<file path="src/verilog/csirq_pkg.sv">
package csirq_pkg;
	// ===========================================
	// Register map
	localparam logic [11:0] CSIRQ_CTRL_OFS = 12'h803;
	localparam logic [11:0] CSIRQ_FLAG_OFS = 12'h804;
	localparam logic [7:0] CSIRQ_CTRL_RST = 8'h00;
	localparam logic [7:0] CSIRQ_FLAG_RST = 8'h00;
	localparam logic [7:0] CSIRQ_RDATA_RST = 8'h00;

	// ===========================================
	// Control register fields
	localparam int CSIRQ_RING_BIT = 7;
	localparam int CSIRQ_RESET_BIT = 6;
	localparam int CSIRQ_KIND_BIT = 5;
	localparam int CSIRQ_ROUTE_BIT = 4;
	localparam int CSIRQ_SEL_LSB = 0;
	localparam int CSIRQ_SEL_W = 4;
	localparam logic [7:0] CSIRQ_CTRL_MARKED = 8'h60;

	// ===========================================
	// Flag register fields
	localparam int CSIRQ_DETECT_BIT = 3;
	localparam int CSIRQ_READY_BIT = 2;
	localparam int CSIRQ_BATLOW_BIT = 1;
	localparam int CSIRQ_BATTERY_DEAD_FLAG_BIT = 0;
	localparam int CSIRQ_NFLAG = 4;
	localparam logic [3:0] CSIRQ_MEM_ONLY = 4'h6;

	// ===========================================
	// Routing codes
	localparam logic [3:0] CSIRQ_SEL_NONE = 4'h0;
	localparam logic [3:0] CSIRQ_SEL_SMI = 4'h2;
	localparam int CSIRQ_NLINE = 16;
endpackage

</file>
<file path="src/verilog/csirq_socket.sv">
`timescale 1ns/1ps
module csirq_socket
	import csirq_pkg::*;
(
	// Clock and global reset
	input wire logic mclk,
	input wire logic rst_n,
	// Other resets and modes
	input wire logic host_bus_reset_in,
	input wire logic power_wake_event,
	input wire logic diag_route_ctrl,
	input wire logic clear_by_write_mode,
	// Status-change source enables and routing select
	input wire logic detect_irq_enable,
	input wire logic ready_irq_enable,
	input wire logic battery_low_irq_enable,
	input wire logic battery_dead_irq_enable,
	input wire logic [3:0] status_change_select,
	// Register port
	input wire logic [11:0] reg_addr,
	input wire logic reg_wr,
	input wire logic reg_rd,
	input wire logic [7:0] reg_wdata,
	output logic [7:0] reg_rdata,
	// Card socket signals
	input wire logic card_detect_a,
	input wire logic card_detect_b,
	input wire logic card_ready,
	input wire logic battery_detect_ring_pin,
	input wire logic battery_detect_b,
	input wire logic card_func_irq,
	output logic card_reset_out,
	// Host interrupt outputs
	output logic status_change_irq_pci,
	output logic [CSIRQ_NLINE-1:0] legacy_irq,
	output logic system_management_irq
);
	import csirq_pkg::*;

	// ===========================================
	// State
	logic [7:0] ctrl;
	logic [3:0] flags;
	logic cd_a_q, cd_b_q, ready_q, bvd1_q, warn_q, dead_q;
	logic [7:0] next_ctrl;
	logic [3:0] next_flags;
	logic [7:0] next_rdata;
	logic next_card_reset, next_irq_pci, next_smi;
	logic [CSIRQ_NLINE-1:0] next_legacy;

	// ===========================================
	// Decode and event detection
	logic wr_ctrl, wr_flag, rd_ctrl, rd_flag;
	logic sticky_clear, is_io, ring_mode, warn_now, dead_now;
	logic [3:0] enables, set_ev, clr_ev, kind_mask;
	logic any_flag, route_pci;
	logic [3:0] sel, func_sel;

	always_comb begin
		wr_ctrl = reg_wr && (reg_addr == CSIRQ_CTRL_OFS);
		wr_flag = reg_wr && (reg_addr == CSIRQ_FLAG_OFS);
		rd_ctrl = reg_rd && (reg_addr == CSIRQ_CTRL_OFS);
		rd_flag = reg_rd && (reg_addr == CSIRQ_FLAG_OFS);
		sticky_clear = host_bus_reset_in && !power_wake_event;
		is_io = ctrl[CSIRQ_KIND_BIT];
		ring_mode = ctrl[CSIRQ_RING_BIT];
		warn_now = battery_detect_b && !battery_detect_ring_pin;
		dead_now = !battery_detect_b;
		enables = {detect_irq_enable, ready_irq_enable, battery_low_irq_enable,
			battery_dead_irq_enable};
		kind_mask = is_io ? ~CSIRQ_MEM_ONLY : 4'hF;
		set_ev = '0;
		set_ev[CSIRQ_DETECT_BIT] = (card_detect_a != cd_a_q) || (card_detect_b != cd_b_q);
		set_ev[CSIRQ_READY_BIT] = card_ready && !ready_q;
		set_ev[CSIRQ_BATLOW_BIT] = warn_now && !warn_q;
		set_ev[CSIRQ_BATTERY_DEAD_FLAG_BIT] = is_io ? (battery_detect_ring_pin && !bvd1_q)
			: (dead_now && !dead_q);
		if (clear_by_write_mode) begin
			clr_ev = wr_flag ? reg_wdata[3:0] : 4'h0;
		end else begin
			clr_ev = rd_flag ? 4'hF : 4'h0;
		end
	end

	// ===========================================
	// Register next values
	always_comb begin
		next_ctrl = ctrl;
		if (wr_ctrl) begin
			next_ctrl = reg_wdata;
		end
		if (host_bus_reset_in) begin
			next_ctrl = next_ctrl & CSIRQ_CTRL_MARKED;
			if (sticky_clear) begin
				next_ctrl = CSIRQ_CTRL_RST;
			end
		end
		// Set wins over a clear in the same cycle
		next_flags = ((flags & ~clr_ev) | set_ev) & enables & kind_mask;
		if (ring_mode) begin
			next_flags[CSIRQ_BATTERY_DEAD_FLAG_BIT] = battery_detect_ring_pin
				&& enables[CSIRQ_BATTERY_DEAD_FLAG_BIT];
		end
		if (sticky_clear) begin
			next_flags = CSIRQ_FLAG_RST[3:0];
		end
		if (rd_ctrl) begin
			next_rdata = ctrl;
		end else if (rd_flag) begin
			next_rdata = {4'h0, flags};
		end else begin
			next_rdata = CSIRQ_RDATA_RST;
		end
	end

	// ===========================================
	// Interrupt routing
	always_comb begin
		any_flag = |flags;
		sel = status_change_select;
		func_sel = ctrl[CSIRQ_SEL_LSB +: CSIRQ_SEL_W];
		if (diag_route_ctrl) begin
			route_pci = (sel == CSIRQ_SEL_NONE);
		end else begin
			route_pci = ctrl[CSIRQ_ROUTE_BIT] || (func_sel == CSIRQ_SEL_NONE);
		end
		next_irq_pci = any_flag && route_pci;
		next_legacy = '0;
		next_smi = 1'b0;
		if (any_flag && !route_pci && sel != CSIRQ_SEL_NONE) begin
			if (sel == CSIRQ_SEL_SMI) begin
				next_smi = 1'b1;
			end else begin
				next_legacy[sel] = 1'b1;
			end
		end
		if (card_func_irq && is_io && func_sel != CSIRQ_SEL_NONE) begin
			if (func_sel == CSIRQ_SEL_SMI) begin
				next_smi = 1'b1;
			end else begin
				next_legacy[func_sel] = 1'b1;
			end
		end
		next_card_reset = !next_ctrl[CSIRQ_RESET_BIT];
	end

	// ===========================================
	// Registers
	always_ff @(posedge mclk or negedge rst_n) begin
		if (!rst_n) begin
			ctrl <= CSIRQ_CTRL_RST;
			flags <= CSIRQ_FLAG_RST[3:0];
			reg_rdata <= CSIRQ_RDATA_RST;
			card_reset_out <= 1'b1;
			status_change_irq_pci <= 1'b0;
			legacy_irq <= '0;
			system_management_irq <= 1'b0;
			cd_a_q <= 1'b0;
			cd_b_q <= 1'b0;
			ready_q <= 1'b0;
			bvd1_q <= 1'b0;
			warn_q <= 1'b0;
			dead_q <= 1'b0;
		end else begin
			ctrl <= next_ctrl;
			flags <= next_flags;
			reg_rdata <= next_rdata;
			card_reset_out <= next_card_reset;
			status_change_irq_pci <= next_irq_pci;
			legacy_irq <= next_legacy;
			system_management_irq <= next_smi;
			cd_a_q <= card_detect_a;
			cd_b_q <= card_detect_b;
			ready_q <= card_ready;
			bvd1_q <= battery_detect_ring_pin;
			warn_q <= warn_now;
			dead_q <= dead_now;
		end
	end

	// ===========================================
	// Checks
	a_ring_reflects_pin: assert property (@(posedge mclk) disable iff (!rst_n)
		(ring_mode && battery_dead_irq_enable && !sticky_clear)
		|=> flags[CSIRQ_BATTERY_DEAD_FLAG_BIT] == $past(battery_detect_ring_pin))
		else $error("ring flag does not follow pin");
	a_reset_release: assert property (@(posedge mclk) disable iff (!rst_n)
		(wr_ctrl && reg_wdata[CSIRQ_RESET_BIT] && !host_bus_reset_in)
		|=> !card_reset_out ##1 card_reset_out == !ctrl[CSIRQ_RESET_BIT])
		else $error("card reset not released by control write");
	a_io_mem_only_zero: assert property (@(posedge mclk) disable iff (!rst_n)
		(is_io && $past(is_io)) |-> flags[2:1] == 2'b00)
		else $error("memory-only flag set with I/O card");
	a_disabled_zero: assert property (@(posedge mclk) disable iff (!rst_n)
		!detect_irq_enable |=> !flags[CSIRQ_DETECT_BIT])
		else $error("disabled detect flag reads one");
	a_detect_set: assert property (@(posedge mclk) disable iff (!rst_n)
		(card_detect_a != cd_a_q && detect_irq_enable && !sticky_clear)
		|=> flags[CSIRQ_DETECT_BIT])
		else $error("detect change lost");
	a_flag_sticky: assert property (@(posedge mclk) disable iff (!rst_n)
		(flags[CSIRQ_DETECT_BIT] && detect_irq_enable && !clr_ev[CSIRQ_DETECT_BIT]
		&& !sticky_clear) |=> flags[CSIRQ_DETECT_BIT])
		else $error("flag dropped without clear");
	a_read_clears: assert property (@(posedge mclk) disable iff (!rst_n)
		(rd_flag && !clear_by_write_mode && !set_ev[CSIRQ_READY_BIT])
		|=> !flags[CSIRQ_READY_BIT])
		else $error("read did not clear flag");
	a_reserved_zero: assert property (@(posedge mclk) disable iff (!rst_n)
		rd_flag |=> reg_rdata[7:4] == 4'h0 && reg_rdata[3:0] == $past(flags))
		else $error("flag read data wrong");
	a_pci_route: assert property (@(posedge mclk) disable iff (!rst_n)
		(!diag_route_ctrl && ctrl[CSIRQ_ROUTE_BIT] && any_flag)
		|=> status_change_irq_pci)
		else $error("status change not routed to PCI");
	a_wake_keeps: assert property (@(posedge mclk) disable iff (!rst_n)
		(host_bus_reset_in && power_wake_event && ctrl[CSIRQ_KIND_BIT] && !reg_wr)
		|=> ctrl[CSIRQ_KIND_BIT] && ctrl[CSIRQ_RING_BIT] == 1'b0)
		else $error("bus reset handling wrong under wake enable");
	a_smi_func: assert property (@(posedge mclk) disable iff (!rst_n)
		(card_func_irq && is_io && func_sel == CSIRQ_SEL_SMI)
		|=> system_management_irq)
		else $error("functional interrupt not routed to SYSTEM_MANAGEMENT_IRQ");
	a_ctrl_write: assert property (@(posedge mclk) disable iff (!rst_n)
		(wr_ctrl && !host_bus_reset_in)
		|=> ctrl == $past(reg_wdata))
		else $error("control write not stored");
	a_bus_reset_clear: assert property (@(posedge mclk) disable iff (!rst_n)
		sticky_clear
		|=> ctrl == CSIRQ_CTRL_RST && flags == CSIRQ_FLAG_RST[3:0])
		else $error("bus reset without wake did not clear");
	a_write_clears: assert property (@(posedge mclk) disable iff (!rst_n)
		(wr_flag && clear_by_write_mode && reg_wdata[CSIRQ_DETECT_BIT]
		&& !set_ev[CSIRQ_DETECT_BIT]) |=> !flags[CSIRQ_DETECT_BIT])
		else $error("write of one did not clear flag");
	a_ready_set: assert property (@(posedge mclk) disable iff (!rst_n)
		(set_ev[CSIRQ_READY_BIT] && ready_irq_enable && !is_io && !sticky_clear)
		|=> flags[CSIRQ_READY_BIT])
		else $error("ready rise lost");
	a_batlow_set: assert property (@(posedge mclk) disable iff (!rst_n)
		(set_ev[CSIRQ_BATLOW_BIT] && battery_low_irq_enable && !is_io && !sticky_clear)
		|=> flags[CSIRQ_BATLOW_BIT])
		else $error("battery warning lost");
	a_pci_quiet: assert property (@(posedge mclk) disable iff (!rst_n)
		!any_flag |=> !status_change_irq_pci)
		else $error("status change interrupt without flag");
endmodule

</file>
<file path="config.mk">
export PLATFORM = sky130hd
export DESIGN_NAME = csirq_socket
export DESIGN_NICKNAME = d
export VERILOG_FILES = /design/src/verilog/csirq_pkg.sv /design/src/verilog/csirq_socket.sv
export SDC_FILE = /design/constraint.sdc
export NUM_CORES = 1
export LEC_CHECK = 0
export ABC_AREA = 1
export BUFFER_PORTS_ARGS = -buffer_cell sky130_fd_sc_hd__buf_2
export CAP_MARGIN = 25
export CORE_MARGIN = 2
export CORE_UTILIZATION = 30
export CTS_CLUSTER_DIAMETER = 200
export DETAILED_ROUTE_END_ITERATION = 16
export SLEW_MARGIN = 25
export SYNTH_ARGS = -nofsm -noshare
export SYNTH_HDL_FRONTEND = slang
export SYNTH_SLANG_ARGS = --single-unit
</file>
<file path="constraint.sdc">
create_clock -name mclk -period 1.8 [get_ports mclk]
set_clock_uncertainty 0.1 [all_clocks]
set_input_delay 0.09 -clock mclk [delete_from_list [all_inputs] [get_ports mclk]]
set_output_delay 0.09 -clock mclk [all_outputs]
set_load 0.01 [all_outputs]
</file>
---- Yosys cells after proc, flatten, opt, wreduce, memory -nomap -nowiden ----
Cells that the tools add are included.
Widths: inputs -> output; s select.
operators by class
  order comparisons ....................... 4
  equality and inequality tests ........... 6
  mux-type cells .......................... 25
  bitwise operators ....................... 6
  reduce and logical (&&, ||, !) cells .... 35
operators with widths
  cell                  count
  $mux 16               4
  $eq 12x12->1 const B  2
  $mux 8                3
  $mux 4                5
  $logic_and 1x1->1     18
  $or 16x16->16         1
  $and 4x4->4           3
  $lt 4x5->1 const B    2
  $logic_not 1->1       9
  $mux 1                9
  $demux 1 s4           2
  $eq 4x2->1 const B    2
  $ge 4x1->1 const B    2
  $logic_not 4->1       2
  $reduce_bool 4->1     2
  $mux 7                1
  $not 4->4             1
  $or 4x4->4            1
  $reduce_or 4->1       1
  $mux 3                1
  $logic_or 1x1->1      2
  $ne 1x1->1            2
  $reduce_bool 2->1     1
storage, ports and cells
  bits in registers ....................... 45
  bits of input ports ..................... 42
  output and inout port bits .............. 27
  logic and storage cells ................. 90

---- Logic depth before layout (Yosys ltp) ----
  word-level depth ........................ 11
  gate-level depth with buffers ........... 10
  depth with buffers taken out ............ 10

---- Worst setup path after synthesis ----
Ideal clock, no wire load.
  kind .................................... reg2reg
  from .................................... reg ctrl[0]
  to ...................................... reg legacy_irq[5]
  library setup time ...................... 0.127 ns
  data arrival time ....................... 0.999 ns
  required time ........................... 1.573 ns
  slack ................................... 0.574 ns
  stages on the path, launching flop included .. 9
  buffers on the path ..................... 0
  clock period less this slack ............ 1.226 ns
  cells stage by stage .................... dfrtp_1 -> nor2_1 -> nand2_1 -> nand3_1 -> nand2_1 -> nand3_2 -> nor2_2 -> nand2_1 -> o21ai_0
on the way
  longest elaborated chain between the ends .. 10
  elaborated cells between the ends (all ways) .. 18
  classes of those cells .................. order compare (2); eq/ne (1); mux (6); bitwise (1); reduce/logical (8)
RTL lines
  element                                             line                 source
  start, declared                                     csirq_socket.sv:42   logic [7:0] ctrl;
  start signal, assigned                              csirq_socket.sv:165  ctrl <= next_ctrl;
  branches (longest 9 deep; another with $lt 4x5->1)  --
  $mux 16 *                                           csirq_socket.sv:137  if (card_func_irq && is_io && func_sel != CSIRQ_SEL_NONE) begin
  via next_legacy[5]                                  csirq_socket.sv:49   logic [CSIRQ_NLINE-1:0] next_legacy;
  end signal, assigned                                csirq_socket.sv:170  legacy_irq <= next_legacy;
  end, declared                                       csirq_socket.sv:35   output logic [CSIRQ_NLINE-1:0] legacy_irq,
Mark *: on every way through the listed nets, which the timed path passes.
A chain may end at the register's enable or synchronous reset.

---- Worst setup path in the final report ----
  from .................................... reg ctrl[0]
  to ...................................... reg legacy_irq[1]
The elaborated chain is that of the path after synthesis.

==> key figures <==
Floorplanning
  • Core Area: 0.00628 mm²
  • Initial Util: 0.305
  • Chip width: 83.9 µm
  • Num rows: 29
  • Die Area: 0.00704 mm²
  • I/O Pins: 69
  • Die H: 83.9 µm

Final layout
  • Fill count: 642
  • Share of layout cells above drive strength 1: 0.299
  • Diode count: 0
  • Commonest non-fill, non-tap cell in the layout: buf_2
  • Area grow syn2layout: 37.9%
  • Storage cell area: 0.00110 mm²
  • Most frequent cells in the layout: 67 x buf_2, 47 x nand2_1, 43 x dfrtp_1
  • Final #Nets: 352
  • Area of the multi-input gates: 692 µm²

Yosys
  • Seq/Total Area, Yosys: 0.575
  • Synth unique cells: 26
  • Cell Area, Synth: 0.00192 mm²
  • #FFs+latches synth: 44
  • Gate Count Post-Synth: 216
  • Synth Area per Inst: 8.87 µm²
  • Yosys warnings: 0

STA
  • RSZ-0062 raised after global routing: false
  • Slew Limit Fails: 0
  • Slew @ Worst Pin: 0.546 ns
  • Final Hold Viols: 0
  • Setup_tns: 0 ns
  • Period utilization: 0.829
  • Worst-case hold slack: 0.0301 ns
  • Minimum clock period: 1.49 ns
  • Rel. slew slack: 0.636
  • Peak Freq: 670 MHz
  • Final setup violation count: 0

Drt
  • Final WL: 4780 µm
  • Vias per inst: 4.41
  • Wire per inst: 12.3 µm
  • Starting DRT DRC Count: 67
  • Vias: 1711
  • # DRC: 0
  • Final ANT Viol Nets: 0
  • Drt pass-1 iters: 4

Clocking
  • CTS root buffer: clkbuf_8
  • Max Buffers Root-to-Sink: 2
  • H-tree levels: 2
  • Clock Sinks: 44
  • Skew-Pair Late Insertion Delay: 0.30 ns
  • Clock Pin Slew Worst Setup and Hold Paths: 0.08 ns
  • Cts bufs inserted: 5
  • CTS tree: done

Power and ir drop
  • Maximum vdd drop: 0.431 mV
  • Static leakage: 1.40 nW
  • Power per cell area: 708 mW/mm²
  • Pwr Total: 1.87 mW

Worst setup path
  • CP required: 1.90 ns
  • Crit end category: flop
  • Worst Path Arrival: 1.59 ns
  • Critical path type: reg2reg
  • Crit Path Max Fanout: 6
  • Startpoint Class: flop

Global routing
  • Total grt overflow: 0
  • Initial antenna violation count: 0
  • First-pass GRT wire length: 8150 µm
  • Vias in the first global route: 1722
  • GRT Overall Usage: 0.146
  • Largest net degree at the start of global routing: 45

Place
  • Port Buffers: 67
  • GP Congestion: 0.898
  • Post-detail-place hpwl: 3630 µm

Run status
  • Status: finished, final reports clean

Run
  • Max-cap violations: 0

Hold path
  • HP Class: in2reg
[critical path, cell delays in order (launching register included)]
cell	delay [ns]
dfrtp_1	0.40
nor2_1	0.08
nand2_1	0.08
nand3_1	0.06
nand2_1	0.09
nand3_2	0.16
nor2_2	0.23
nand2_1	0.07
o21ai_0	0.12
[power by group]
group / internal, mW / switching (mW)
Sequential: 1.01 / 0.00893
Combinational: 0.0932 / 0.107
Clock: 0.311 / 0.344
Total: 1.41 / 0.460
[cell usage after synthesis (all sizes together)]
cell type  instances  share of area
a211oi             1         0.0039
a21oi              5          0.013
buf                1         0.0039
clkbuf             1         0.0020
clkinv             1         0.0026
conb               1         0.0020
dfrtp             43           0.56
dfstp              1          0.014
inv               29          0.057
nand2             51           0.11
nand3             13          0.037
nand4              5          0.016
nor2              31          0.080
nor3               2         0.0052
o211ai             1         0.0039
o21ai             19          0.050
o22ai              7          0.023
or2                2         0.0065
xor2               2         0.0091
[per-layer routing]
layer / wire length [µm] / GRT usage / vias up / part of all wire
met5: 0 / 0 / - / 0
met1: 2030 / 0.182 / 759 / 0.42
met3: 356 / 0.0524 / 13 / 0.074
li1: - / - / 872 / -
met2: 2290 / 0.239 / 67 / 0.48
met4: 109 / 0.0440 / 0 / 0.023
[state kept, by name (all words and copies together) (netlist names)]
register and flops:
system_management_irq 1, legacy_irq 15, ctrl 8, bvd1_q 1, card_reset_out 1, warn_q 1
reg_rdata 8, status_change_irq_pci 1, cd_b_q 1, dead_q 1, ready_q 1, cd_a_q 1
flags 4
[final cells by class]
type	count	area share
clock buffer	6	0.0313
clock inverter	2	0.00568
inverter	30	0.0431
multi-input combinational	141	0.262
sequential	44	0.417
tap	77	0.0365
timing repair buffer	88	0.205
[per-stage QoR]
step	utilization	instances	instance area, µm²	setup WS, ns
floorplan	-	217	1920	0.574
CTS	0.421	388	2640	0.341
global placement	0.375	361	2350	0.400
detailed placement	0.375	361	2350	0.363
global route	0.421	388	2640	0.131
finish	0.421	388	2640	0.308
[kinds of logic after synthesis]
kind of cell | after synthesis | share of synthesized area
other cells | 1 | 0.00196
buf+inv | 32 | 0.0653
flops | 44 | 0.575
compound gates | 33 | 0.0934
simple gates | 104 | 0.255
xor+xnor | 2 | 0.00915
[path summary, 6_finish.rpt]
| path | from | to | slack [ns] | depth (start not counted) |
|---|---|---|---|---|
| max | ctrl[0] | legacy_irq[1] | 0.31 | 8 |
| min | host_bus_reset_in | ctrl[0] | 0.03 | 4 |
| max reg2reg | ctrl[0] | legacy_irq[1] | 0.31 | 8 |
| min reg2reg | warn_q | flags[1] | 0.40 | 3 |
| max in group asynchronous | rst_n | card_reset_out | 0.93 | 3 |
| min in group asynchronous | rst_n | legacy_irq[13] | 0.29 | 3 |
[repair_timing]
item,CTS,global route
hold endpoints to repair,62,0
buffers inserted,0,0
resized for setup,0,0
hold buffers,19,0
Power figures use the tool's default switching activity.
